===== src/cimr_pkg.sv =====
`default_nettype none
package cimr_pkg;
  // register byte offsets on the wishbone slave
  localparam logic [3:0] CIMR_GIM_OFS = 4'h0;
  localparam logic [3:0] CIMR_MIM_OFS = 4'h4;
  localparam logic [3:0] CIMR_MIL_OFS = 4'h8;
  localparam logic [3:0] CIMR_VEC_OFS = 4'hc;
  localparam logic [3:0] CIMR_IST_OFS = 4'h0 + 4'h0;
  // global mask field positions
  localparam int CIMR_TIMEOUT_BIT = 17;
  localparam int CIMR_OVF_BIT = 16;
  localparam int CIMR_ABORT_BIT = 14;
  localparam int CIMR_WDEN_BIT = 13;
  localparam int CIMR_WAKE_BIT = 12;
  localparam int CIMR_LOST_BIT = 11;
  localparam int CIMR_BOFF_BIT = 10;
  localparam int CIMR_EPAS_BIT = 9;
  localparam int CIMR_WARN_BIT = 8;
  localparam int CIMR_GSEL_BIT = 2;
  localparam int CIMR_L1EN_BIT = 1;
  localparam int CIMR_L0EN_BIT = 0;
  // writable bits of the global mask; reserved bits stay zero
  localparam logic [31:0] CIMR_GIM_WMASK = 32'h0003_7f07;
  // global event sources gated by the mask (bits 17,16,14..8)
  localparam logic [31:0] CIMR_GSRC_MASK = 32'h0003_7f00;
  localparam logic [31:0] CIMR_REG_RST = 32'h0000_0000;
  localparam int CIMR_NMBX = 32;
  localparam int CIMR_NMBX_COMPAT = 16;
endpackage
`default_nettype wire


===== src/cimr_irq_route.sv =====
// Chosen here: the placing of the registers and the Wishbone interface to the registers.
`default_nettype none
// Operation
// - global source reaches a line only when its mask bit is one
// - mask registers written only in protected-write mode; reads always allowed
// - mask bit 17 enables the mailbox time-out interrupt
// - mask bit 16 enables the time-stamp overflow interrupt
// - bits 14,13,12 enable abort-ack, write-denied and wake-up
// - bits 11..8 enable msg-lost, bus-off, error-passive, warning
// - reserved mask bits ignore writes and read as zero
// - bit 2 steers all global interrupts to line 1 or line 0
// - bit 1 is master enable of line 1
// - bit 0 is master enable of line 0
// - mailbox flag gated by its per-mailbox mask bit and the master enable of its line
// - one flag per mailbox, transmit or receive by its direction
// - mailbox mask holds one enable per mailbox, zero at reset
// - masked-in mailbox raises interrupt after good transfer
// - level bit n routes mailbox n to line 0 or 1, reset zero
// - vector reports highest pending mailbox, 31 ranked highest
// - compat mode uses vector bits 3:0, mailboxes 16..31 ignored
module cimr_irq_route
  import cimr_pkg::*;
(
  input wire logic mclk_i,
  input wire logic srst_i,
  input wire logic wb_cyc_i,
  input wire logic wb_stb_i,
  input wire logic wb_we_i,
  input wire logic [3:0] wb_adr_i,
  input wire logic [3:0] wb_sel_i,
  input wire logic [31:0] wb_dat_i,
  output logic [31:0] wb_dat_o,
  output logic wb_ack_o,
  input wire logic protected_write_mode_i,
  input wire logic compat_mode_i,
  input wire logic [31:0] global_flag_i,
  input wire logic [31:0] mailbox_flag_i,
  output logic global_mailbox_flag_o,
  output logic [4:0] mailbox_vector_o,
  output logic irq_line0_o,
  output logic irq_line1_o
);

  logic [31:0] global_irq_mask_reg_ff;
  logic [31:0] mailbox_irq_mask_reg_ff;
  logic [31:0] mailbox_irq_level_reg_ff;
  logic [31:0] nxt_rd;
  logic [31:0] wr_bits;
  logic [31:0] mbx_act;
  logic [31:0] mbx_valid;
  logic [31:0] gsrc_act;
  logic [4:0] nxt_vec;
  logic any_g, any_m0, any_m1, l0, l1, wb_req, wr_en;
  // named fields of the global mask
  logic timeout_irq_en;
  logic stamp_overflow_irq_en;
  logic abort_ack_irq_en;
  logic write_denied_irq_en;
  logic wakeup_irq_en;
  logic msg_lost_irq_en;
  logic busoff_irq_en;
  logic err_passive_irq_en;
  logic warn_level_irq_en;
  logic global_line_select;
  logic line1_master_enable;
  logic line0_master_enable;

  // highest numbered set bit, mailbox 31 first
  function automatic logic [4:0] top_bit(input logic [31:0] v);
    logic [4:0] r;
    r = 5'h00;
    for (int i = 0; i < 32; i++) begin
      if (v[i]) begin
        r = 5'(i);
      end
    end
    return r;
  endfunction

  // merge write data under byte enables
  function automatic logic [31:0] merge(input logic [31:0] old,
                                        input logic [31:0] d,
                                        input logic [3:0] sel);
    logic [31:0] r;
    r = old;
    for (int b = 0; b < 4; b++) begin
      if (sel[b]) begin
        r[b*8 +: 8] = d[b*8 +: 8];
      end
    end
    return r;
  endfunction

  ////////////////////////////////////////////////////////////////////////
  // wishbone slave: single-cycle ack, drops the cycle after
  assign wb_req = wb_cyc_i & wb_stb_i & ~wb_ack_o;
  assign wr_en = wb_req & wb_we_i & protected_write_mode_i;

  always_ff @(posedge mclk_i) begin
    if (srst_i) begin
      wb_ack_o <= 1'b0;
    end else begin
      wb_ack_o <= wb_req;
    end
  end

  // byte-merged write value for the global mask
  assign wr_bits = merge(global_irq_mask_reg_ff, wb_dat_i, wb_sel_i);

  // global mask register, reserved bits never stored
  always_ff @(posedge mclk_i) begin
    if (srst_i) begin
      global_irq_mask_reg_ff <= CIMR_REG_RST;
    end else if (wr_en && wb_adr_i == CIMR_GIM_OFS) begin
      global_irq_mask_reg_ff <= wr_bits & CIMR_GIM_WMASK;
    end
  end

  // mailbox mask register
  always_ff @(posedge mclk_i) begin
    if (srst_i) begin
      mailbox_irq_mask_reg_ff <= CIMR_REG_RST;
    end else if (wr_en && wb_adr_i == CIMR_MIM_OFS) begin
      mailbox_irq_mask_reg_ff <= merge(mailbox_irq_mask_reg_ff, wb_dat_i,
                                       wb_sel_i);
    end
  end

  // mailbox level register, also under protected write
  always_ff @(posedge mclk_i) begin
    if (srst_i) begin
      mailbox_irq_level_reg_ff <= CIMR_REG_RST;
    end else if (wr_en && wb_adr_i == CIMR_MIL_OFS) begin
      mailbox_irq_level_reg_ff <= merge(mailbox_irq_level_reg_ff, wb_dat_i,
                                        wb_sel_i);
    end
  end

  // read mux, unmapped reads zero
  always_comb begin
    nxt_rd = 32'h0000_0000;
    case (wb_adr_i)
      CIMR_GIM_OFS: nxt_rd = global_irq_mask_reg_ff;
      CIMR_MIM_OFS: nxt_rd = mailbox_irq_mask_reg_ff;
      CIMR_MIL_OFS: nxt_rd = mailbox_irq_level_reg_ff;
      CIMR_VEC_OFS: nxt_rd = {26'h0, global_mailbox_flag_o,
                              mailbox_vector_o};
      default: nxt_rd = 32'h0000_0000;
    endcase
  end

  always_ff @(posedge mclk_i) begin
    if (srst_i) begin
      wb_dat_o <= 32'h0000_0000;
    end else if (wb_req) begin
      wb_dat_o <= nxt_rd;
    end
  end

  ////////////////////////////////////////////////////////////////////////
  // mailbox flags: one per mailbox, set on tx done or rx good
  // compat mode drops mailboxes 16..31
  assign mbx_valid = compat_mode_i ? 32'h0000_ffff : 32'hffff_ffff;
  assign mbx_act = mailbox_flag_i & mbx_valid;
  assign nxt_vec = top_bit(mbx_act);

  always_ff @(posedge mclk_i) begin
    if (srst_i) begin
      mailbox_vector_o <= 5'h00;
      global_mailbox_flag_o <= 1'b0;
    end else begin
      mailbox_vector_o <= nxt_vec;
      global_mailbox_flag_o <= |mbx_act;
    end
  end

  // field decode of the global mask, used by the checks below
  assign timeout_irq_en = global_irq_mask_reg_ff[CIMR_TIMEOUT_BIT];
  assign stamp_overflow_irq_en = global_irq_mask_reg_ff[CIMR_OVF_BIT];
  assign abort_ack_irq_en = global_irq_mask_reg_ff[CIMR_ABORT_BIT];
  assign write_denied_irq_en = global_irq_mask_reg_ff[CIMR_WDEN_BIT];
  assign wakeup_irq_en = global_irq_mask_reg_ff[CIMR_WAKE_BIT];
  assign msg_lost_irq_en = global_irq_mask_reg_ff[CIMR_LOST_BIT];
  assign busoff_irq_en = global_irq_mask_reg_ff[CIMR_BOFF_BIT];
  assign err_passive_irq_en = global_irq_mask_reg_ff[CIMR_EPAS_BIT];
  assign warn_level_irq_en = global_irq_mask_reg_ff[CIMR_WARN_BIT];
  assign global_line_select = global_irq_mask_reg_ff[CIMR_GSEL_BIT];
  assign line1_master_enable = global_irq_mask_reg_ff[CIMR_L1EN_BIT];
  assign line0_master_enable = global_irq_mask_reg_ff[CIMR_L0EN_BIT];

  // global sources gated by their own mask bits
  assign gsrc_act = global_flag_i & global_irq_mask_reg_ff
                    & CIMR_GSRC_MASK;
  assign any_g = |gsrc_act;
  // mailbox gating by per-mailbox mask only, routed by level bits
  assign any_m0 = |(mbx_act & mailbox_irq_mask_reg_ff
                    & ~mailbox_irq_level_reg_ff);
  assign any_m1 = |(mbx_act & mailbox_irq_mask_reg_ff
                    & mailbox_irq_level_reg_ff);

  // line combine with global steering and master enables
  assign l0 = global_irq_mask_reg_ff[CIMR_L0EN_BIT] & (any_m0 |
              (any_g & ~global_irq_mask_reg_ff[CIMR_GSEL_BIT]));
  assign l1 = global_irq_mask_reg_ff[CIMR_L1EN_BIT] & (any_m1 |
              (any_g & global_irq_mask_reg_ff[CIMR_GSEL_BIT]));

  // registered interrupt lines
  always_ff @(posedge mclk_i) begin
    if (srst_i) begin
      irq_line0_o <= 1'b0;
      irq_line1_o <= 1'b0;
    end else begin
      irq_line0_o <= l0;
      irq_line1_o <= l1;
    end
  end

  ////////////////////////////////////////////////////////////////////////
  // checks
  a_line0_disable: assert property (@(posedge mclk_i) disable iff (srst_i)
    !global_irq_mask_reg_ff[CIMR_L0EN_BIT] |=> !irq_line0_o)
    else $error("line 0 active while disabled");
  a_line1_disable: assert property (@(posedge mclk_i) disable iff (srst_i)
    !global_irq_mask_reg_ff[CIMR_L1EN_BIT] |=> !irq_line1_o)
    else $error("line 1 active while disabled");
  a_write_protect: assert property (@(posedge mclk_i) disable iff (srst_i)
    !protected_write_mode_i |=> $stable(mailbox_irq_mask_reg_ff))
    else $error("mailbox mask changed without protected mode");
  a_reserved_zero: assert property (@(posedge mclk_i) disable iff (srst_i)
    (global_irq_mask_reg_ff & ~CIMR_GIM_WMASK) == 32'h0)
    else $error("reserved mask bit set");
  a_global_route: assert property (@(posedge mclk_i) disable iff (srst_i)
    (any_g && global_irq_mask_reg_ff[CIMR_GSEL_BIT]
     && global_irq_mask_reg_ff[CIMR_L1EN_BIT]) |=> irq_line1_o)
    else $error("global source not on line 1");
  a_masked_global: assert property (@(posedge mclk_i) disable iff (srst_i)
    (global_flag_i[CIMR_BOFF_BIT] && !global_irq_mask_reg_ff[CIMR_BOFF_BIT])
    |-> !gsrc_act[CIMR_BOFF_BIT])
    else $error("masked bus-off passed");
  a_mbx_line0: assert property (@(posedge mclk_i) disable iff (srst_i)
    (any_m0 && global_irq_mask_reg_ff[CIMR_L0EN_BIT]) |=> irq_line0_o)
    else $error("mailbox not on line 0");
  a_compat_vec: assert property (@(posedge mclk_i) disable iff (srst_i)
    compat_mode_i |=> !mailbox_vector_o[4])
    else $error("compat vector above 15");
  a_vector_top: assert property (@(posedge mclk_i) disable iff (srst_i)
    (!compat_mode_i && mailbox_flag_i[31]) |=> mailbox_vector_o == 5'h1f)
    else $error("mailbox 31 not ranked highest");
  a_ack_pulse: assert property (@(posedge mclk_i) disable iff (srst_i)
    wb_ack_o |=> !wb_ack_o)
    else $error("ack held two cycles");
  a_ack_answer: assert property (@(posedge mclk_i) disable iff (srst_i)
    wb_req |=> wb_ack_o)
    else $error("request not acknowledged");

  ////////////////////////////////////////////////////////////////////////
  // per-source gating: an enabled flag reaches the global source OR
  a_timeout_gate: assert property (@(posedge mclk_i) disable iff (srst_i)
    (global_flag_i[CIMR_TIMEOUT_BIT] && timeout_irq_en) |-> any_g)
    else $error("enabled time-out not passed");
  a_timeout_block: assert property (@(posedge mclk_i) disable iff (srst_i)
    !timeout_irq_en |-> !gsrc_act[CIMR_TIMEOUT_BIT])
    else $error("masked time-out passed");
  a_ovf_gate: assert property (@(posedge mclk_i) disable iff (srst_i)
    (global_flag_i[CIMR_OVF_BIT] && stamp_overflow_irq_en) |-> any_g)
    else $error("enabled overflow not passed");
  a_ovf_block: assert property (@(posedge mclk_i) disable iff (srst_i)
    !stamp_overflow_irq_en |-> !gsrc_act[CIMR_OVF_BIT])
    else $error("masked overflow passed");
  a_abort_gate: assert property (@(posedge mclk_i) disable iff (srst_i)
    (global_flag_i[CIMR_ABORT_BIT] && abort_ack_irq_en) |-> any_g)
    else $error("enabled abort-ack not passed");
  a_wden_gate: assert property (@(posedge mclk_i) disable iff (srst_i)
    (global_flag_i[CIMR_WDEN_BIT] && write_denied_irq_en) |-> any_g)
    else $error("enabled write-denied not passed");
  a_wake_gate: assert property (@(posedge mclk_i) disable iff (srst_i)
    (global_flag_i[CIMR_WAKE_BIT] && wakeup_irq_en) |-> any_g)
    else $error("enabled wake-up not passed");
  a_wake_block: assert property (@(posedge mclk_i) disable iff (srst_i)
    !wakeup_irq_en |-> !gsrc_act[CIMR_WAKE_BIT])
    else $error("masked wake-up passed");
  a_lost_gate: assert property (@(posedge mclk_i) disable iff (srst_i)
    (global_flag_i[CIMR_LOST_BIT] && msg_lost_irq_en) |-> any_g)
    else $error("enabled msg-lost not passed");
  a_boff_gate: assert property (@(posedge mclk_i) disable iff (srst_i)
    (global_flag_i[CIMR_BOFF_BIT] && busoff_irq_en) |-> any_g)
    else $error("enabled bus-off not passed");
  a_epas_gate: assert property (@(posedge mclk_i) disable iff (srst_i)
    (global_flag_i[CIMR_EPAS_BIT] && err_passive_irq_en) |-> any_g)
    else $error("enabled error-passive not passed");
  a_warn_gate: assert property (@(posedge mclk_i) disable iff (srst_i)
    (global_flag_i[CIMR_WARN_BIT] && warn_level_irq_en) |-> any_g)
    else $error("enabled warning not passed");
  a_warn_block: assert property (@(posedge mclk_i) disable iff (srst_i)
    !warn_level_irq_en |-> !gsrc_act[CIMR_WARN_BIT])
    else $error("masked warning passed");
  a_unused_src: assert property (@(posedge mclk_i) disable iff (srst_i)
    (gsrc_act & ~CIMR_GSRC_MASK) == 32'h0)
    else $error("unmapped global source passed");

  ////////////////////////////////////////////////////////////////////////
  // line steering and quiet lines
  a_global_line0: assert property (@(posedge mclk_i) disable iff (srst_i)
    (any_g && !global_line_select && line0_master_enable)
    |=> irq_line0_o)
    else $error("global source not on line 0");
  a_mbx_line1: assert property (@(posedge mclk_i) disable iff (srst_i)
    (any_m1 && line1_master_enable) |=> irq_line1_o)
    else $error("mailbox not on line 1");
  a_line0_quiet: assert property (@(posedge mclk_i) disable iff (srst_i)
    (!any_m0 && !(any_g && !global_line_select)) |=> !irq_line0_o)
    else $error("line 0 active with no source");
  a_line1_quiet: assert property (@(posedge mclk_i) disable iff (srst_i)
    (!any_m1 && !(any_g && global_line_select)) |=> !irq_line1_o)
    else $error("line 1 active with no source");
  a_mbx_masked: assert property (@(posedge mclk_i) disable iff (srst_i)
    (mailbox_irq_mask_reg_ff == 32'h0) |-> (!any_m0 && !any_m1))
    else $error("masked mailbox raised interrupt");
  a_reset_quiet: assert property (@(posedge mclk_i)
    srst_i |=> (!irq_line0_o && !irq_line1_o && !wb_ack_o))
    else $error("outputs active after reset");

  ////////////////////////////////////////////////////////////////////////
  // write protection of the other registers, vector and flag
  a_gim_protect: assert property (@(posedge mclk_i) disable iff (srst_i)
    !protected_write_mode_i |=> $stable(global_irq_mask_reg_ff))
    else $error("global mask changed without protected mode");
  a_mil_protect: assert property (@(posedge mclk_i) disable iff (srst_i)
    !protected_write_mode_i |=> $stable(mailbox_irq_level_reg_ff))
    else $error("level register changed without protected mode");
  a_compat_high: assert property (@(posedge mclk_i) disable iff (srst_i)
    compat_mode_i |-> mbx_act[31:16] == 16'h0)
    else $error("upper mailbox counted in compat mode");
  a_gmf_level: assert property (@(posedge mclk_i) disable iff (srst_i)
    (|mbx_act) |=> global_mailbox_flag_o)
    else $error("mailbox flag not reported");
  a_vec_idle: assert property (@(posedge mclk_i) disable iff (srst_i)
    (mbx_act == 32'h0) |=> (mailbox_vector_o == 5'h00
                            && !global_mailbox_flag_o))
    else $error("vector not idle with no flag");

endmodule
`default_nettype wire


===== config.mk =====
export PLATFORM = sky130hd
export DESIGN_NAME = cimr_irq_route
export DESIGN_NICKNAME = d
export VERILOG_FILES = /design/src/cimr_pkg.sv /design/src/cimr_irq_route.sv
export SDC_FILE = /design/constraint.sdc
export NUM_CORES = 1
export LEC_CHECK = 0
export ABC_AREA = 1
export BUFFER_PORTS_ARGS = -buffer_cell sky130_fd_sc_hd__buf_4
export CAP_MARGIN = 10
export CELL_PAD_IN_SITES_DETAIL_PLACEMENT = 1
export CELL_PAD_IN_SITES_GLOBAL_PLACEMENT = 1
export CORE_UTILIZATION = 30
export DETAILED_ROUTE_END_ITERATION = 6
export GPL_TIMING_DRIVEN = 1
export PLACE_DENSITY = 0.63
export RECOVER_POWER = 100
export SLEW_MARGIN = 40
export SYNTH_ARGS = -nofsm -noshare
export SYNTH_HDL_FRONTEND = slang
export SYNTH_SLANG_ARGS = --single-unit

===== constraint.sdc =====
create_clock -name mclk_i -period 2.4 [get_ports mclk_i]
set_input_delay 0.24 -clock mclk_i [delete_from_list [all_inputs] [get_ports mclk_i]]
set_output_delay 0.24 -clock mclk_i [all_outputs]
set_load 0.01 [all_outputs]

==> metrics.csv <==
stage,metric,value,unit
synthesis,Netlist Area Pre-Place,5470,um^2
critical_path,CP max stage delay,460,ps
pwr,P per Cell Area,687,nW/um^2
clock_network,CTS tree,built,
cells_and_area,share of layout cells above drive strength 1,18.5,%
critical_path,CP endpoint kind,flop,
sta,final setup violation count,0,
critical_path,Worst EP arrival,2460,ps
pwr,Worst VDD drop,488,uV
global_routing,Tot GR Track Use,21.8,%
synthesis,"count leader, synth",dfxtp_1,
clock_network,Clock Latency Late Sink,420,ps
clock_network,number of hold buffers added after cts,0,
cells_and_area,register area,2340,um^2
sta,unrepaired setup endpoints after global routing,no,
route,wire length per cell,17.5,um
sta,final hold violation count,0,
floorplan,Top-Level Pins,152,
critical_path,slowest CP cell,nor4_1,
global_routing,initial antenna violation count,0,
cells_and_area,number of fill cells,2283,
clock_network,Clock transition at path regs,60,ps
place,Cells after DPL,1091,
cells_and_area,nets@finish,992,
route,Pre-antenna DRT Iters,5,
global_routing,largest net degree at the start of global routing,43,
synthesis,synth top area cells,"dfxtp_1, a21oi_1, o21ai_1, nand2_1, inv_1",
pwr,P_sw,1140,uW
cells_and_area,Multi-input gate area,2480,um^2
clock_network,Max clock buf depth,2,
clock_network,H-tree level count,4,
global_routing,vias in the first global route,5889,
cells_and_area,ant diodes,0,
sta,final worst path period need,2180,ps
synthesis,post-synth top area cell,dfxtp_1,
critical_path,Crit path max-delay family,compound AO/OA/AOI/OAI gates,
synthesis,"EDFF count, synth",0,
clock_network,post-CTS sizing,0,
cells_and_area,Non-Filler Instances,1122,
critical_path,WP buf/inv,2,
pwr,sw frac,23.5,%
sta,worst slew pin tran,869,ps
pwr,clock power share,51.2,%
synthesis,"Seq/Total Area, Yosys",42.8,%
status,outcome,completed,
route,vias post-DR,5718,
floorplan,area of the core,17900,um^2
critical_path,kind of critical path,flop to flop,
critical_path,critical path data required time,2680,ps
sta,setup_tns,0,ps
route,post-route antenna net violation count,0,
floorplan,DIE WIDTH,137,um
global_routing,GR Overflow Total,0,
synthesis,post-synthesis net count,870,
critical_path,CP Max Fanout,3,
critical_path,worst-path cell chain,inv_1 -> nor3_1 -> a311oi_1 -> o311ai_0 -> nor4_1 -> buf_4 -> nand4_1 -> a21oi_1 -> nor3_1,
route,initial DRC count,241,
run,maxcap violations,0,
clock_network,root buffer cell,clkbuf_16,
clock_network,post-CTS setup buffer count,0,
synthesis,Seq cells post-synth,117,
sta,maximum clock frequency,459,MHz
floorplan,Die H,137,um
place,gpl congestion,0.848,
cells_and_area,area grow syn2layout,29.0,%
floorplan,die area,18800,um^2
sta,skew final,8.55,ps
synthesis,ys flop type,dfxtp_1,
place,IO Port Bufs,128,
critical_path,Worst Setup Start Kind,flop,
synthesis,cells after synthesis,759,
route,Routed WL,19.6,mm
pwr,total power,4850,uW
sta,"Slew Viols, Final",0,
route,Avg Vias per Cell,5.10,
worst_hold_path,Worst Hold Class,input pin to flop,
place,post-DP HPWL,14.4,mm
floorplan,Starting Density,30.6,%
critical_path,Worst path most repeated cell,nor3_1,
pwr,Internal Power,3710,uW
synthesis,Synth top area share,42.8,%
clock_network,CTS buffer count,17,
pwr,Sequential Power Share,40.5,%
synthesis,Async SR Flop Fraction,0,%
synthesis,Post-synth top cells,"dfxtp_1, a21oi_1, nand2_1, o21ai_1, inv_1",
sta,final worst path period share,90.8,%
synthesis,"Distinct cells, synth",33,
synthesis,mean post-synth cell area,7.21,um^2
sta,relative slew slack,42.1,%
clock_network,# clock sinks,117,
route,# DRC,0,
pwr,Lkg Pwr,0.00264,uW
synthesis,Ys Warns,0,
floorplan,Site Rows,49,
pwr,Comb power frac,8.2,%
global_routing,first-pass GRT wire length,30.7,mm
## cell type report
| type | count | share of cell area (%) |
|---|---|---|
| Clock inverter | 10 | 1.49 |
| Sequential cell | 117 | 33.2 |
| Tap cell | 229 | 4.06 |
| Timing Repair Buffer | 139 | 12.5 |
| Clock buffer | 21 | 6.67 |
| Inverter | 116 | 6.98 |
| Multi-Input combinational cell | 490 | 35.2 |
## registers in the layout, summed over array words and instances (netlist names)
| register | cells |
|---|---|
| wb_ack_o | 1 |
| irq_line0_o | 1 |
| wb_dat_o | 32 |
| global_irq_mask_reg_ff | 12 |
| mailbox_irq_mask_reg_ff | 32 |
| mailbox_vector_o | 5 |
| mailbox_irq_level_reg_ff | 32 |
| global_mailbox_flag_o | 1 |
| irq_line1_o | 1 |
## logic make-up after synthesis
kind of cell / after synthesis / share of synthesized area (%)
simple gates: 221 / 18.2
flops: 117 / 42.8
buf+inv: 152 / 11.8
compound gates: 269 / 27.2
## power by group through the flow
stage | Clock, uW | Sequential (uW) | Combinational [uW]
2_1_floorplan | 0 | 2010 | 188
3_3_place_gp | 0 | 2010 | 409
3_5_place_dp | 0 | 2010 | 418
4_1_cts | 2530 | 1970 | 420
5_1_grt | 2610 | 1960 | 439
6_report | 2480 | 1970 | 399
## worst paths after layout
check                         startpoint                            to  slack [ps]  cells past startpoint
max          mailbox_irq_mask_reg_ff[12]                   irq_line1_o         220                      9
min                         wb_dat_i[24]  mailbox_irq_level_reg_ff[24]         120                      3
max reg2reg  mailbox_irq_mask_reg_ff[12]                   irq_line1_o         220                      9
min reg2reg                 wb_dat_o[12]                  wb_dat_o[12]         460                      2
## metrics by stage
stage | utilization, % | worst slack (ps) | instance area, um^2 | hold slack, ps
finish | 39.4 | 221 | 7060 | 115
global route | 39.4 | 116 | 7060 | 113
CTS | 40.4 | 325 | 7230 | 75.8
detailed placement | 37.2 | 228 | 6650 | 463
global placement | 37.2 | 205 | 6650 | 453
floorplan | - | 685 | 5470 | 416
## routing by layer
layer	share of wire, %	GRT usage [%]	vias up
met5	0	0	-
met4	1.5	7.51	0
met3	3.7	4.48	21
met2	49	37.6	127
met1	45	26.6	2730
li1	-	-	2840
## worst min-delay path: cells and delay by family
family          cells  cell delay (ps)
compound gates      2              170
buf+inv             1               80
## cell usage in the layout (no fill, tap or decap), drive strengths merged
master	count
buf	95
nand4	6
nor2	22
dfxtp	117
a21oi	114
o22ai	31
clkinv	8
clkbuf	65
nor3	26
nor4	7
o221ai	5
o21ai	91
a311oi	6
a22o	2
nand2	126
inv	110
o311ai	3
o2111ai	1
a221oi	2
o31ai	3
a31oi	8
clkinvlp	2
bufinv	6
o32ai	1
nand3	34
a211oi	1
a21boi	1
Power figures use the tool's default switching activity.
